`config.mk`:
```
export PLATFORM = sky130hd
export DESIGN_NAME = cps_core_state
export DESIGN_NICKNAME = d
export VERILOG_FILES = /design/src/cps_pkg.sv /design/src/cps_core_state.sv /design/src/cps_return_stack.sv
export SDC_FILE = /design/constraint.sdc
export NUM_CORES = 1
export LEC_CHECK = 0
export ABC_AREA = 1
export BUFFER_PORTS_ARGS = -buffer_cell sky130_fd_sc_hd__buf_2
export CORE_MARGIN = 1.5
export CORE_UTILIZATION = 45
export CTS_CLUSTER_SIZE = 12
export DETAILED_ROUTE_END_ITERATION = 6
export HOLD_SLACK_MARGIN = 0.05
export PLACE_DENSITY = 0.68
export SLEW_MARGIN = 20
export SYNTH_ARGS = -nofsm -noshare
export SYNTH_HDL_FRONTEND = slang
export SYNTH_SLANG_ARGS = --single-unit
```
`constraint.sdc`:
```
create_clock -name clk -period 2.1 [get_ports clk]
set_input_delay 0 -clock clk [delete_from_list [all_inputs] [get_ports clk]]
set_output_delay 0 -clock clk [all_outputs]
set_load 0.01 [all_outputs]
```
`src/cps_pkg.sv`:
```
// Shared constants and carriers for the core program-state block
package cps_pkg;
  localparam int PC_W        = 11;
  localparam int PAGE_W      = 4;
  localparam int INPAGE_W    = 7;
  localparam int SLOT_CNT    = 4;
  localparam int LVL_W       = 2;
  localparam int XIDX_W      = 2;
  localparam int YIDX_W      = 4;
  localparam int DPTR_W      = 6;
  localparam int AUX3_W      = 3;
  localparam int AUX8_W      = 8;
  localparam int INSTR_COUNT = 68;
  localparam logic [PAGE_W-1:0]   PC_PAGE_RST   = 4'h0;
  localparam logic [INPAGE_W-1:0] PC_INPAGE_RST = 7'h00;
  localparam logic [LVL_W-1:0]    LVL_RST       = 2'h3;
  localparam logic [LVL_W-1:0]    LVL_BACKUP    = 2'h3;
  localparam logic [1:0]          CYC_SKIP_SHORT = 2'h1;

  typedef enum logic [2:0] {
    CPS_OP_NONE,
    CPS_OP_CALL,
    CPS_OP_TABLE_CALL,
    CPS_OP_RETURN,
    CPS_OP_RETURN_SKIP
  } cps_flow_t;

  // One decoded instruction as presented by the decoder each fetch
  typedef struct packed {
    logic                  valid;
    cps_flow_t             flow;
    logic                  load_page;
    logic [PAGE_W-1:0]     page;
    logic                  load_inpage;
    logic [INPAGE_W-1:0]   inpage;
    logic                  load_x;
    logic [XIDX_W-1:0]     x_val;
    logic                  load_y;
    logic [YIDX_W-1:0]     y_val;
    logic                  load_aux3;
    logic [AUX3_W-1:0]     aux3_val;
    logic                  load_aux8;
    logic [AUX8_W-1:0]     aux8_val;
    logic                  ram_wr;
    logic                  skip_cond;
    logic [1:0]            cycles;
    logic                  backup;
  } cps_instr_t;

  typedef struct packed {
    logic [PAGE_W-1:0]   page;
    logic [INPAGE_W-1:0] inpage;
  } cps_pc_t;
endpackage

```
`src/cps_core_state.sv`:
```
// Program counter, return stack, operand pointer and skip sequencing
// What this block does
// - Sequencing serves the 68-instruction set
// - Four return slots, four nesting levels
// - Table lookup and interrupt each use a slot
// - Slots 11 bits, level pointer 2 bits
// - PC: 4-bit page, 7-bit in-page, separate loads
// - Operand pointer is high index over low
// - Memory operands use the pointed RAM word
// - Aux registers not initialised by reset
// - After back-up, index and aux undefined
// - Skip voids next instruction, no PC+2
// - Skipped table call or returns take 1 cycle
// - Reset starts at page 0 address 0
// - Back-up entry sets level pointer to 3
`timescale 1ns/1ps
module cps_core_state #(
  parameter int LAST_PAGE = 15
) (
  input  wire logic                         clk,
  input  wire logic                         rst,
  input  wire cps_pkg::cps_instr_t          instr,
  input  wire logic                         int_entry,
  output cps_pkg::cps_pc_t                  pc,
  output logic [cps_pkg::LVL_W-1:0]         return_level_pointer,
  output logic [cps_pkg::DPTR_W-1:0]        operand_ram_pointer,
  output logic                              ram_wr_en,
  output logic [cps_pkg::AUX3_W-1:0]        aux_three_bit_reg,
  output logic [cps_pkg::AUX8_W-1:0]        aux_eight_bit_reg,
  output logic                              skip_pending,
  output logic                              busy,
  output logic [1:0]                        instr_cycles
);
  import cps_pkg::*;

  // Refuse a page limit the 4-bit page field cannot reach
  if (LAST_PAGE < 0 || LAST_PAGE > 15) begin : g_bad_last_page
    $error("cps_core_state: LAST_PAGE out of range");
  end
  // Pointer and counter fields must tile their carriers exactly
  if (PAGE_W + INPAGE_W != PC_W || XIDX_W + YIDX_W != DPTR_W) begin : g_bad_split
    $error("cps_core_state: field split does not match carrier width");
  end

  cps_pc_t                  pc_r, pc_nxt;
  logic [LVL_W-1:0]         lvl_r, lvl_nxt;
  logic                     skip_r, skip_nxt;
  logic [XIDX_W-1:0]        x_r, x_nxt;
  logic [YIDX_W-1:0]        y_r, y_nxt;
  logic [AUX3_W-1:0]        aux3_r, aux3_nxt;
  logic [AUX8_W-1:0]        aux8_r, aux8_nxt;
  logic                     wr_r, wr_nxt;
  logic [1:0]               cnt_r, cnt_nxt;
  logic [1:0]               cyc_r, cyc_nxt;
  logic                     push;
  logic [LVL_W-1:0]         push_idx;
  logic [PC_W-1:0]          pop_addr;
  logic                     busy_r, busy_nxt;
  cps_pc_t                  pc_nxt_ret;
  logic                     act;
  logic                     last_cycle;

  // Sequential fetch steps within the page; only branches change the page
  function automatic cps_pc_t pc_inc(input cps_pc_t p);
    cps_pc_t q;
    q = p;
    q.inpage = p.inpage + 7'h01;
    return q;
  endfunction

  function automatic logic takes_slot(input cps_flow_t f);
    return (f == CPS_OP_CALL) || (f == CPS_OP_TABLE_CALL);
  endfunction

  function automatic logic is_return(input cps_flow_t f);
    return (f == CPS_OP_RETURN) || (f == CPS_OP_RETURN_SKIP);
  endfunction

  // Slot at level+1 takes the address after the call
  cps_return_stack #(
    .DEPTH (SLOT_CNT),
    .WIDTH (PC_W)
  ) u_stack (
    .clk     (clk),
    .wr_en   (push),
    .wr_idx  (push_idx),
    .wr_data ({pc_nxt_ret.page, pc_nxt_ret.inpage}),
    .rd_idx  (lvl_r),
    .rd_data (pop_addr)
  );

  // Push and timing decode shared by both state groups
  always_comb begin
    pc_nxt_ret = pc_inc(pc_r);
    last_cycle = (cnt_r == 2'h0);
    act        = instr.valid && last_cycle;
    // Stack push for calls, table lookup and interrupt entry
    // A voided call leaves the stack untouched
    push     = act && !skip_r && (takes_slot(instr.flow) || int_entry);
    push_idx = lvl_r + 2'h1;
  end

  // Control state: PC, level pointer, skip and cycle count
  always_comb begin
    pc_nxt   = pc_r;
    lvl_nxt  = lvl_r;
    skip_nxt = skip_r;
    wr_nxt   = 1'b0;
    cnt_nxt  = cnt_r;
    cyc_nxt  = cyc_r;
    // Later cycles of a long instruction only count down
    if (instr.valid && !last_cycle) begin
      cnt_nxt = cnt_r - 2'h1;
    end else if (act) begin
      pc_nxt = pc_inc(pc_r);
      if (skip_r) begin
        // Voided instruction: fetched, PC steps by one only
        skip_nxt = 1'b0;
        if (instr.flow == CPS_OP_TABLE_CALL || is_return(instr.flow)) begin
          cyc_nxt = CYC_SKIP_SHORT;
        end else begin
          cyc_nxt = instr.cycles;
        end
      end else begin
        cyc_nxt  = instr.cycles;
        skip_nxt = instr.skip_cond;
        wr_nxt   = instr.ram_wr;
        // Interrupt entry rides on the taken instruction and shares its push
        if (takes_slot(instr.flow) || int_entry) begin
          lvl_nxt = lvl_r + 2'h1;
        end
        if (is_return(instr.flow)) begin
          pc_nxt   = pop_addr;
          lvl_nxt  = lvl_r - 2'h1;
          skip_nxt = instr.skip_cond || (instr.flow == CPS_OP_RETURN_SKIP);
        end
        if (instr.load_page) begin
          pc_nxt.page = instr.page;
        end
        if (instr.load_inpage) begin
          pc_nxt.inpage = instr.inpage;
        end
        if (instr.backup) begin
          // Back-up entry: level pointer forced, pending skip dropped
          lvl_nxt  = LVL_BACKUP;
          skip_nxt = 1'b0;
          pc_nxt.page   = PC_PAGE_RST;
          pc_nxt.inpage = PC_INPAGE_RST;
        end
      end
      if (instr.cycles > 2'h1 && !(skip_r && cyc_nxt == CYC_SKIP_SHORT)) begin
        cnt_nxt = cyc_nxt - 2'h1;
      end
    end
    // Busy registered so the port comes straight from a flop
    busy_nxt = (cnt_nxt != 2'h0);
  end

  // Index and aux loads, voided like every other side effect
  always_comb begin
    x_nxt    = x_r;
    y_nxt    = y_r;
    aux3_nxt = aux3_r;
    aux8_nxt = aux8_r;
    if (act && !skip_r) begin
      if (instr.load_x) begin
        x_nxt = instr.x_val;
      end
      if (instr.load_y) begin
        y_nxt = instr.y_val;
      end
      if (instr.load_aux3) begin
        aux3_nxt = instr.aux3_val;
      end
      if (instr.load_aux8) begin
        aux8_nxt = instr.aux8_val;
      end
    end
  end

  // Control state reset: PC to page 0 word 0
  always_ff @(posedge clk or posedge rst) begin
    if (rst) begin
      pc_r.page   <= PC_PAGE_RST;
      pc_r.inpage <= PC_INPAGE_RST;
      lvl_r       <= LVL_RST;
      skip_r      <= 1'b0;
      wr_r        <= 1'b0;
      cnt_r       <= 2'h0;
      cyc_r       <= 2'h1;
      busy_r      <= 1'b0;
    end else begin
      pc_r   <= pc_nxt;
      lvl_r  <= lvl_nxt;
      skip_r <= skip_nxt;
      wr_r   <= wr_nxt;
      cnt_r  <= cnt_nxt;
      cyc_r  <= cyc_nxt;
      busy_r <= busy_nxt;
    end
  end

  // Index and aux registers carry no reset and go stale after back-up
  always_ff @(posedge clk) begin
    x_r    <= x_nxt;
    y_r    <= y_nxt;
    aux3_r <= aux3_nxt;
    aux8_r <= aux8_nxt;
  end

  // Outputs are the state registers themselves
  assign pc                   = pc_r;
  assign return_level_pointer = lvl_r;
  assign operand_ram_pointer  = {x_r, y_r};
  assign ram_wr_en            = wr_r;
  assign aux_three_bit_reg    = aux3_r;
  assign aux_eight_bit_reg    = aux8_r;
  assign skip_pending         = skip_r;
  assign busy                 = busy_r;
  assign instr_cycles         = cyc_r;
endmodule

```
`src/cps_return_stack.sv`:
```
// Four-slot return-address store addressed by the level pointer
`timescale 1ns/1ps
module cps_return_stack #(
  parameter int DEPTH = cps_pkg::SLOT_CNT,
  parameter int WIDTH = cps_pkg::PC_W
) (
  input  wire logic                     clk,
  input  wire logic                     wr_en,
  input  wire logic [$clog2(DEPTH)-1:0] wr_idx,
  input  wire logic [WIDTH-1:0]         wr_data,
  input  wire logic [$clog2(DEPTH)-1:0] rd_idx,
  output logic      [WIDTH-1:0]         rd_data
);
  import cps_pkg::*;

  logic [WIDTH-1:0] return_slot_r [DEPTH];
  logic [WIDTH-1:0] return_slot_nxt [DEPTH];

  if (DEPTH != 4 || WIDTH < 1) begin : g_bad_shape
    $error("cps_return_stack: unsupported depth or width");
  end

  always_comb begin
    for (int i = 0; i < DEPTH; i++) begin
      return_slot_nxt[i] = return_slot_r[i];
    end
    if (wr_en) begin
      return_slot_nxt[wr_idx] = wr_data;
    end
  end

  // Slots hold no reset value, like the real store
  always_ff @(posedge clk) begin
    for (int i = 0; i < DEPTH; i++) begin
      return_slot_r[i] <= return_slot_nxt[i];
    end
  end

  assign rd_data = return_slot_r[rd_idx];
endmodule

```
---- Word level (Yosys, flattened, before mapping) ----
Memories as Yosys holds them, arrays and structs flattened.
Cells that the tools add are included.
storage, ports and cells
  bits in registers ....................... 37
  RAM bits ................................ 44
  memories kept ........................... 1
memories
  name                   words  bits a word  read ports  clocked after memory_dff  wr ports  RTL line                source
  u_stack.return_slot_r  4      11           5           0                         4         cps_return_stack.sv:16  logic [WIDTH-1:0] return_slot_r [DEPTH];
cells by class
  add/subtract/negate cells ............... 5
  $lt $le $gt $ge ......................... 3
  equal/unequal tests ..................... 5
  muxes and demuxes ....................... 25
  bitwise operators ....................... 3
  reduce and logical (&&, ||, !) cells .... 26
operators with widths
  cell                                                                    number
  44-bit bitwise mux                                                      1
  44-bit 2-to-1 mux                                                       1
  11-bit 2-to-1 mux                                                       3
  11-bit demux with 2-bit select                                          1
  2-bit 2-to-1 mux                                                        10
  7-bit 2-to-1 mux                                                        2
  2-bit AND reduction                                                     5
  4-bit AND reduction                                                     2
  7-bit by 1-bit adder with 7-bit output (second input constant)          1
  1-bit logical AND                                                       7
  3-bit by 2-bit equality test with 1-bit output (second input constant)  2
  1-bit 2-to-1 mux                                                        6
  3-bit nonzero test                                                      2
  2-bit by 1-bit subtractor with 2-bit output (second input constant)     3
  1-bit logical OR                                                        5
  4-bit 2-to-1 mux                                                        1
  3-bit by 1-bit equality test with 1-bit output (second input constant)  1
  3-bit equality test (second input constant)                             1
  3-bit >= comparator (second input constant)                             1
  1-bit zero test                                                         3
  3-bit by 1-bit < comparator with 1-bit output (second input constant)   1
  2-bit NOT with 3-bit output                                             1
  2-bit by 1-bit adder with 2-bit output (second input constant)          1
  2-bit by 1-bit equality test with 1-bit output (second input constant)  1
  4 further kinds                                                         5

---- Logic depth before layout (Yosys ltp) ----
  depth in word-level cells ............... 15
  depth in mapped cells ................... 12

---- Hierarchy ----
A second synthesis with hierarchy kept.
second synthesis, totals
  cells, all modules ...................... 423
  area, all modules ....................... 3887.5 µm²
modules (own cells, without submodules)
  module            times used  cells each  area each (µm²)  seq. area each (µm²)
  cps_core_state    1           243         1999.4           1014.7
  cps_return_stack  1           180         1888.1           1321.3

---- Worst setup path before layout ----
No wires, ideal clock.
  path kind ............................... register to register
  start point ............................. reg, netlist name cnt_r[0]
  end point ............................... mem u_stack.return_slot_r[3][0] in the netlist's numbering (enable)
  setup time .............................. 0.378 ns
  arrival time ............................ 1.581 ns
  required time ........................... 1.722 ns
  setup slack ............................. 0.140 ns
  stages on the path, launching flop included .. 7
  clock period less this slack ............ 1.960 ns
  path through ............................ dfrtp_1 > inv_1 > ha_1 > nand2_1 > nor2_1 > o21ai_2 > nor2_1
RTL lines
  what       RTL line
  to (decl)  cps_return_stack.sv:16

---- Worst setup path after layout ----
  start point ............................. reg cnt_r[0]
  end point ............................... reg skip_r, in the netlist skip_pending
between the ends
  cells in the longest elaborated chain, start to end .. 5
  elaborated cells on any way between the ends .. 6
ends and longest elaborated chain
  what                             RTL line               source
  from (decl)                      cps_core_state.sv:53   logic [1:0] cnt_r, cnt_nxt;
  from (signal assigned)           cps_core_state.sv:197  cnt_r <= cnt_nxt;
  2-bit zero test *                cps_core_state.sv:95   last_cycle = (cnt_r == 2'h0);
  1-bit zero test                  cps_core_state.sv:112  if (instr.valid && !last_cycle) begin
  1-bit logical AND                cps_core_state.sv:112
  1-bit NOT (no line)              --
  2-bit AND reduction (no line) *  --
  to (signal assigned)             cps_core_state.sv:195  skip_r <= skip_nxt;
  to (decl)                        cps_core_state.sv:47   logic skip_r, skip_nxt;
Every way passes the cells marked *; elsewhere a longest branch is shown, timed or not.
A chain may end at the register's enable or synchronous reset.

==> results_dict.tcl <==
set metrics [dict create \
    status "complete, no violations" \
    clock_sinks 81 \
    vias_per_cell 4.983 \
    fp.dieArea_sq_um 8688 \
    grt_pass1_vias 3079 \
    grt_pass1_wl_mm 14.07 \
    path_class "flip-flop to flip-flop" \
    synth.avg_cell_area_sq_um 9.952 \
    worst_slew_pin_slew_ns 0.8072 \
    drc_errors 0 \
    detail_route.wl_per_cell_um 14.23 \
    synth-main-ff-cell "edfxtp_1" \
    cp.arrival_ns 2.13 \
    syn_area_sq_um 3662 \
    core_sq_um 7807 \
    skew_ns 0.005353 \
    path_clk_slew_ns 0.08 \
    yosys.area.top_type_share_pct 50.02 \
    diodes 0 \
    fp.dieH_um 93.21 \
    hp-class "primary input to flip-flop" \
    synth.most_common_cell "nand2_1" \
    drt_iter0_drc 189 \
    ys_async_sr_fraction_pct 24.69 \
    hold_slack_ns 0.06904 \
    yosysWarnings 0 \
    ir_drop_mv 0.6882 \
    synth_edf_count 61 \
    nets 549 \
    clk-insertion-delay-late_ns 0.34 \
    antenna_violating_nets_post_route 0 \
    rsz0062_at_grt "no" \
    largest_register_ff_count 44 \
    relSlewSlack_pct 46.13 \
    die-width_um 93.21 \
    setup.worst_path.start_class "flip-flop" \
    htree_levels 3 \
    synth_common_cells "nand2_1, edfxtp_1, nand3_1" \
    grtUsageTotal_pct 21.15 \
    numCtsBuffers 9 \
    syn2layout_area_growth_pct 30.51 \
    io_pins 81 \
    end_kind "flip-flop" \
    yosys.cell_types.count 32 \
    clk_path_buf_depth 2 \
    synth_area_leader_cell "edfxtp_1" \
    rows 32 \
    setup_viol 0 \
    gp_congestion 0.8497 \
    tritoncts "yes" \
    fin_crit_sh_pct 88.21 \
    drt_first_pass_iters 4 \
    hpwl_mm 5.856 \
    synth_area_leaders "edfxtp_1, dfrtp_1, nand2_1" \
    timing.fmax_mhz 539.9 \
    fin_util_pct 61.22 \
    drt-total-wl_mm 8.581 \
    fin_crit_ns 1.852 \
    synth_fp_nets 421 \
    hold_violations 0 \
    grt_max_degree 26 \
    slew_violations 0 \
    syn_inst 368 \
    worstPathMaxFanout 9 \
    grt_antenna_before_repair 0 \
    cts_root_buf "clkbuf_8" \
    p_leak_uw 0.002115 \
    cp.required_ns 2.38 \
    drive_gt1_share_pct 23.95 \
    gr-total-overflow 0 \
    place.port_buffers 80 \
    ys_seq_elements 81 \
    finalSetupTns_ns 0 \
    p_per_area_nw_per_um2 1181 \
    vias 3005 \
    yosysSeqAreaShare_pct 63.79 \
    maxCapViolations 0 \
    initial_core_util_pct 46.91 \
]
[metrics by stage]
step           power (uW)  instances  area (sq um)  worst slack [ns]
2_1_floorplan        3779        368          3662            0.1402
3_3_place_gp         4443        550          4219            0.1851
3_5_place_dp         4486        550          4219            0.1227
4_1_cts              5649        603          4777            0.1051
5_1_grt              6028        603          4780           0.06834
6_report             5645        603          4780            0.2477
[where the power goes]
group / switching, uW / internal, uW
clock network: 556 / 547
registers: 269 / 2200
logic: 1300 / 774
total: 2120 / 3520
[metal layers]
layer / track usage (%) / routed length [um] / vias to the layer above
li1: - / - / 1481
met1: 28.38 / 3940 / 1429
met2: 33.82 / 4113 / 85
met3: 3.659 / 420 / 10
met4: 9.343 / 107 / 0
met5: 0 / 0 / -
[cell usage in the layout (no fill, tap or decap), drive strengths merged]
| cell | instances |
|---|---|
| dlygate4sd3 | 37 |
| buf | 94 |
| a21oi | 10 |
| clkinv | 2 |
| dfstp | 3 |
| a31oi | 1 |
| or2 | 2 |
| o21bai | 2 |
| a21boi | 1 |
| bufinv | 1 |
| ha | 7 |
| and2 | 2 |
| a22oi | 1 |
| o21ai | 16 |
| nor2 | 44 |
| nand2 | 103 |
| xor2 | 2 |
| nand4 | 2 |
| o211ai | 1 |
| clkbuf | 11 |
| clkinvlp | 3 |
| dfrtp | 17 |
| edfxtp | 61 |
| nand3 | 47 |
| inv | 30 |
| o22ai | 1 |
[repair_timing]
item | 4_1_cts | 5_1_grt
hold endpoints to repair | 51 | 0
endpoints found under the setup margin | 0 | 9
setup buffers | 0 | 0
gates resized for setup | 0 | 1
hold buffers | 37 | 0
[logic make-up after synthesis]
| family | Yosys count | share of synthesized area [%] |
|---|---|---|
| AND/OR/NAND/NOR | 200 | 23.06 |
| flip-flops | 81 | 63.79 |
| buffers and inverters | 45 | 5.261 |
| AO/OA/AOI/OAI | 33 | 5.023 |
| adder cells (fa/ha/maj) | 7 | 2.391 |
| XOR/XNOR | 2 | 0.4784 |
[cell type report]
cell class,instances,area [sq um]
fill,651,3028
timing repair buffer,131,875.8
clock buffer,11,131.4
sequential,81,2336
inverter,31,116.4
multi-input combinational,242,1136
tap,102,127.6
clock inverter,5,56.30
[worst max-delay path: stages (launching register included)]
cell           delay, ns
dfrtp_1             0.38
inv_1               0.07
ha_1                0.16
nand2_1             0.08
buf_4               0.17
inv_2               0.14
nand2_1             0.09
o22ai_1             0.13
dlygate4sd3_1       0.56
[worst paths after layout]
check | start | endpoint | slack [ns] | depth (start not counted)
setup / recovery | cnt_r[0]$_DFF_PP0_ | skip_pending$_DFFE_PP0P_ | 0.25 | 8
hold / removal | instr[30] | pc[4]$_DFFE_PP0P_ | 0.07 | 5
setup reg to reg | cnt_r[0]$_DFF_PP0_ | skip_pending$_DFFE_PP0P_ | 0.25 | 8
hold reg to reg | instr_cycles[0]$_DFFE_PP1P_ | instr_cycles[0]$_DFFE_PP1P_ | 0.52 | 2
max in group asynchronous | rst | pc[0]$_DFFE_PP0P_ | 1.23 | 3
min in group asynchronous | rst | pc[10]$_DFFE_PP0P_ | 0.36 | 3
No activity file was read; power rests on OpenSTA's default activity.
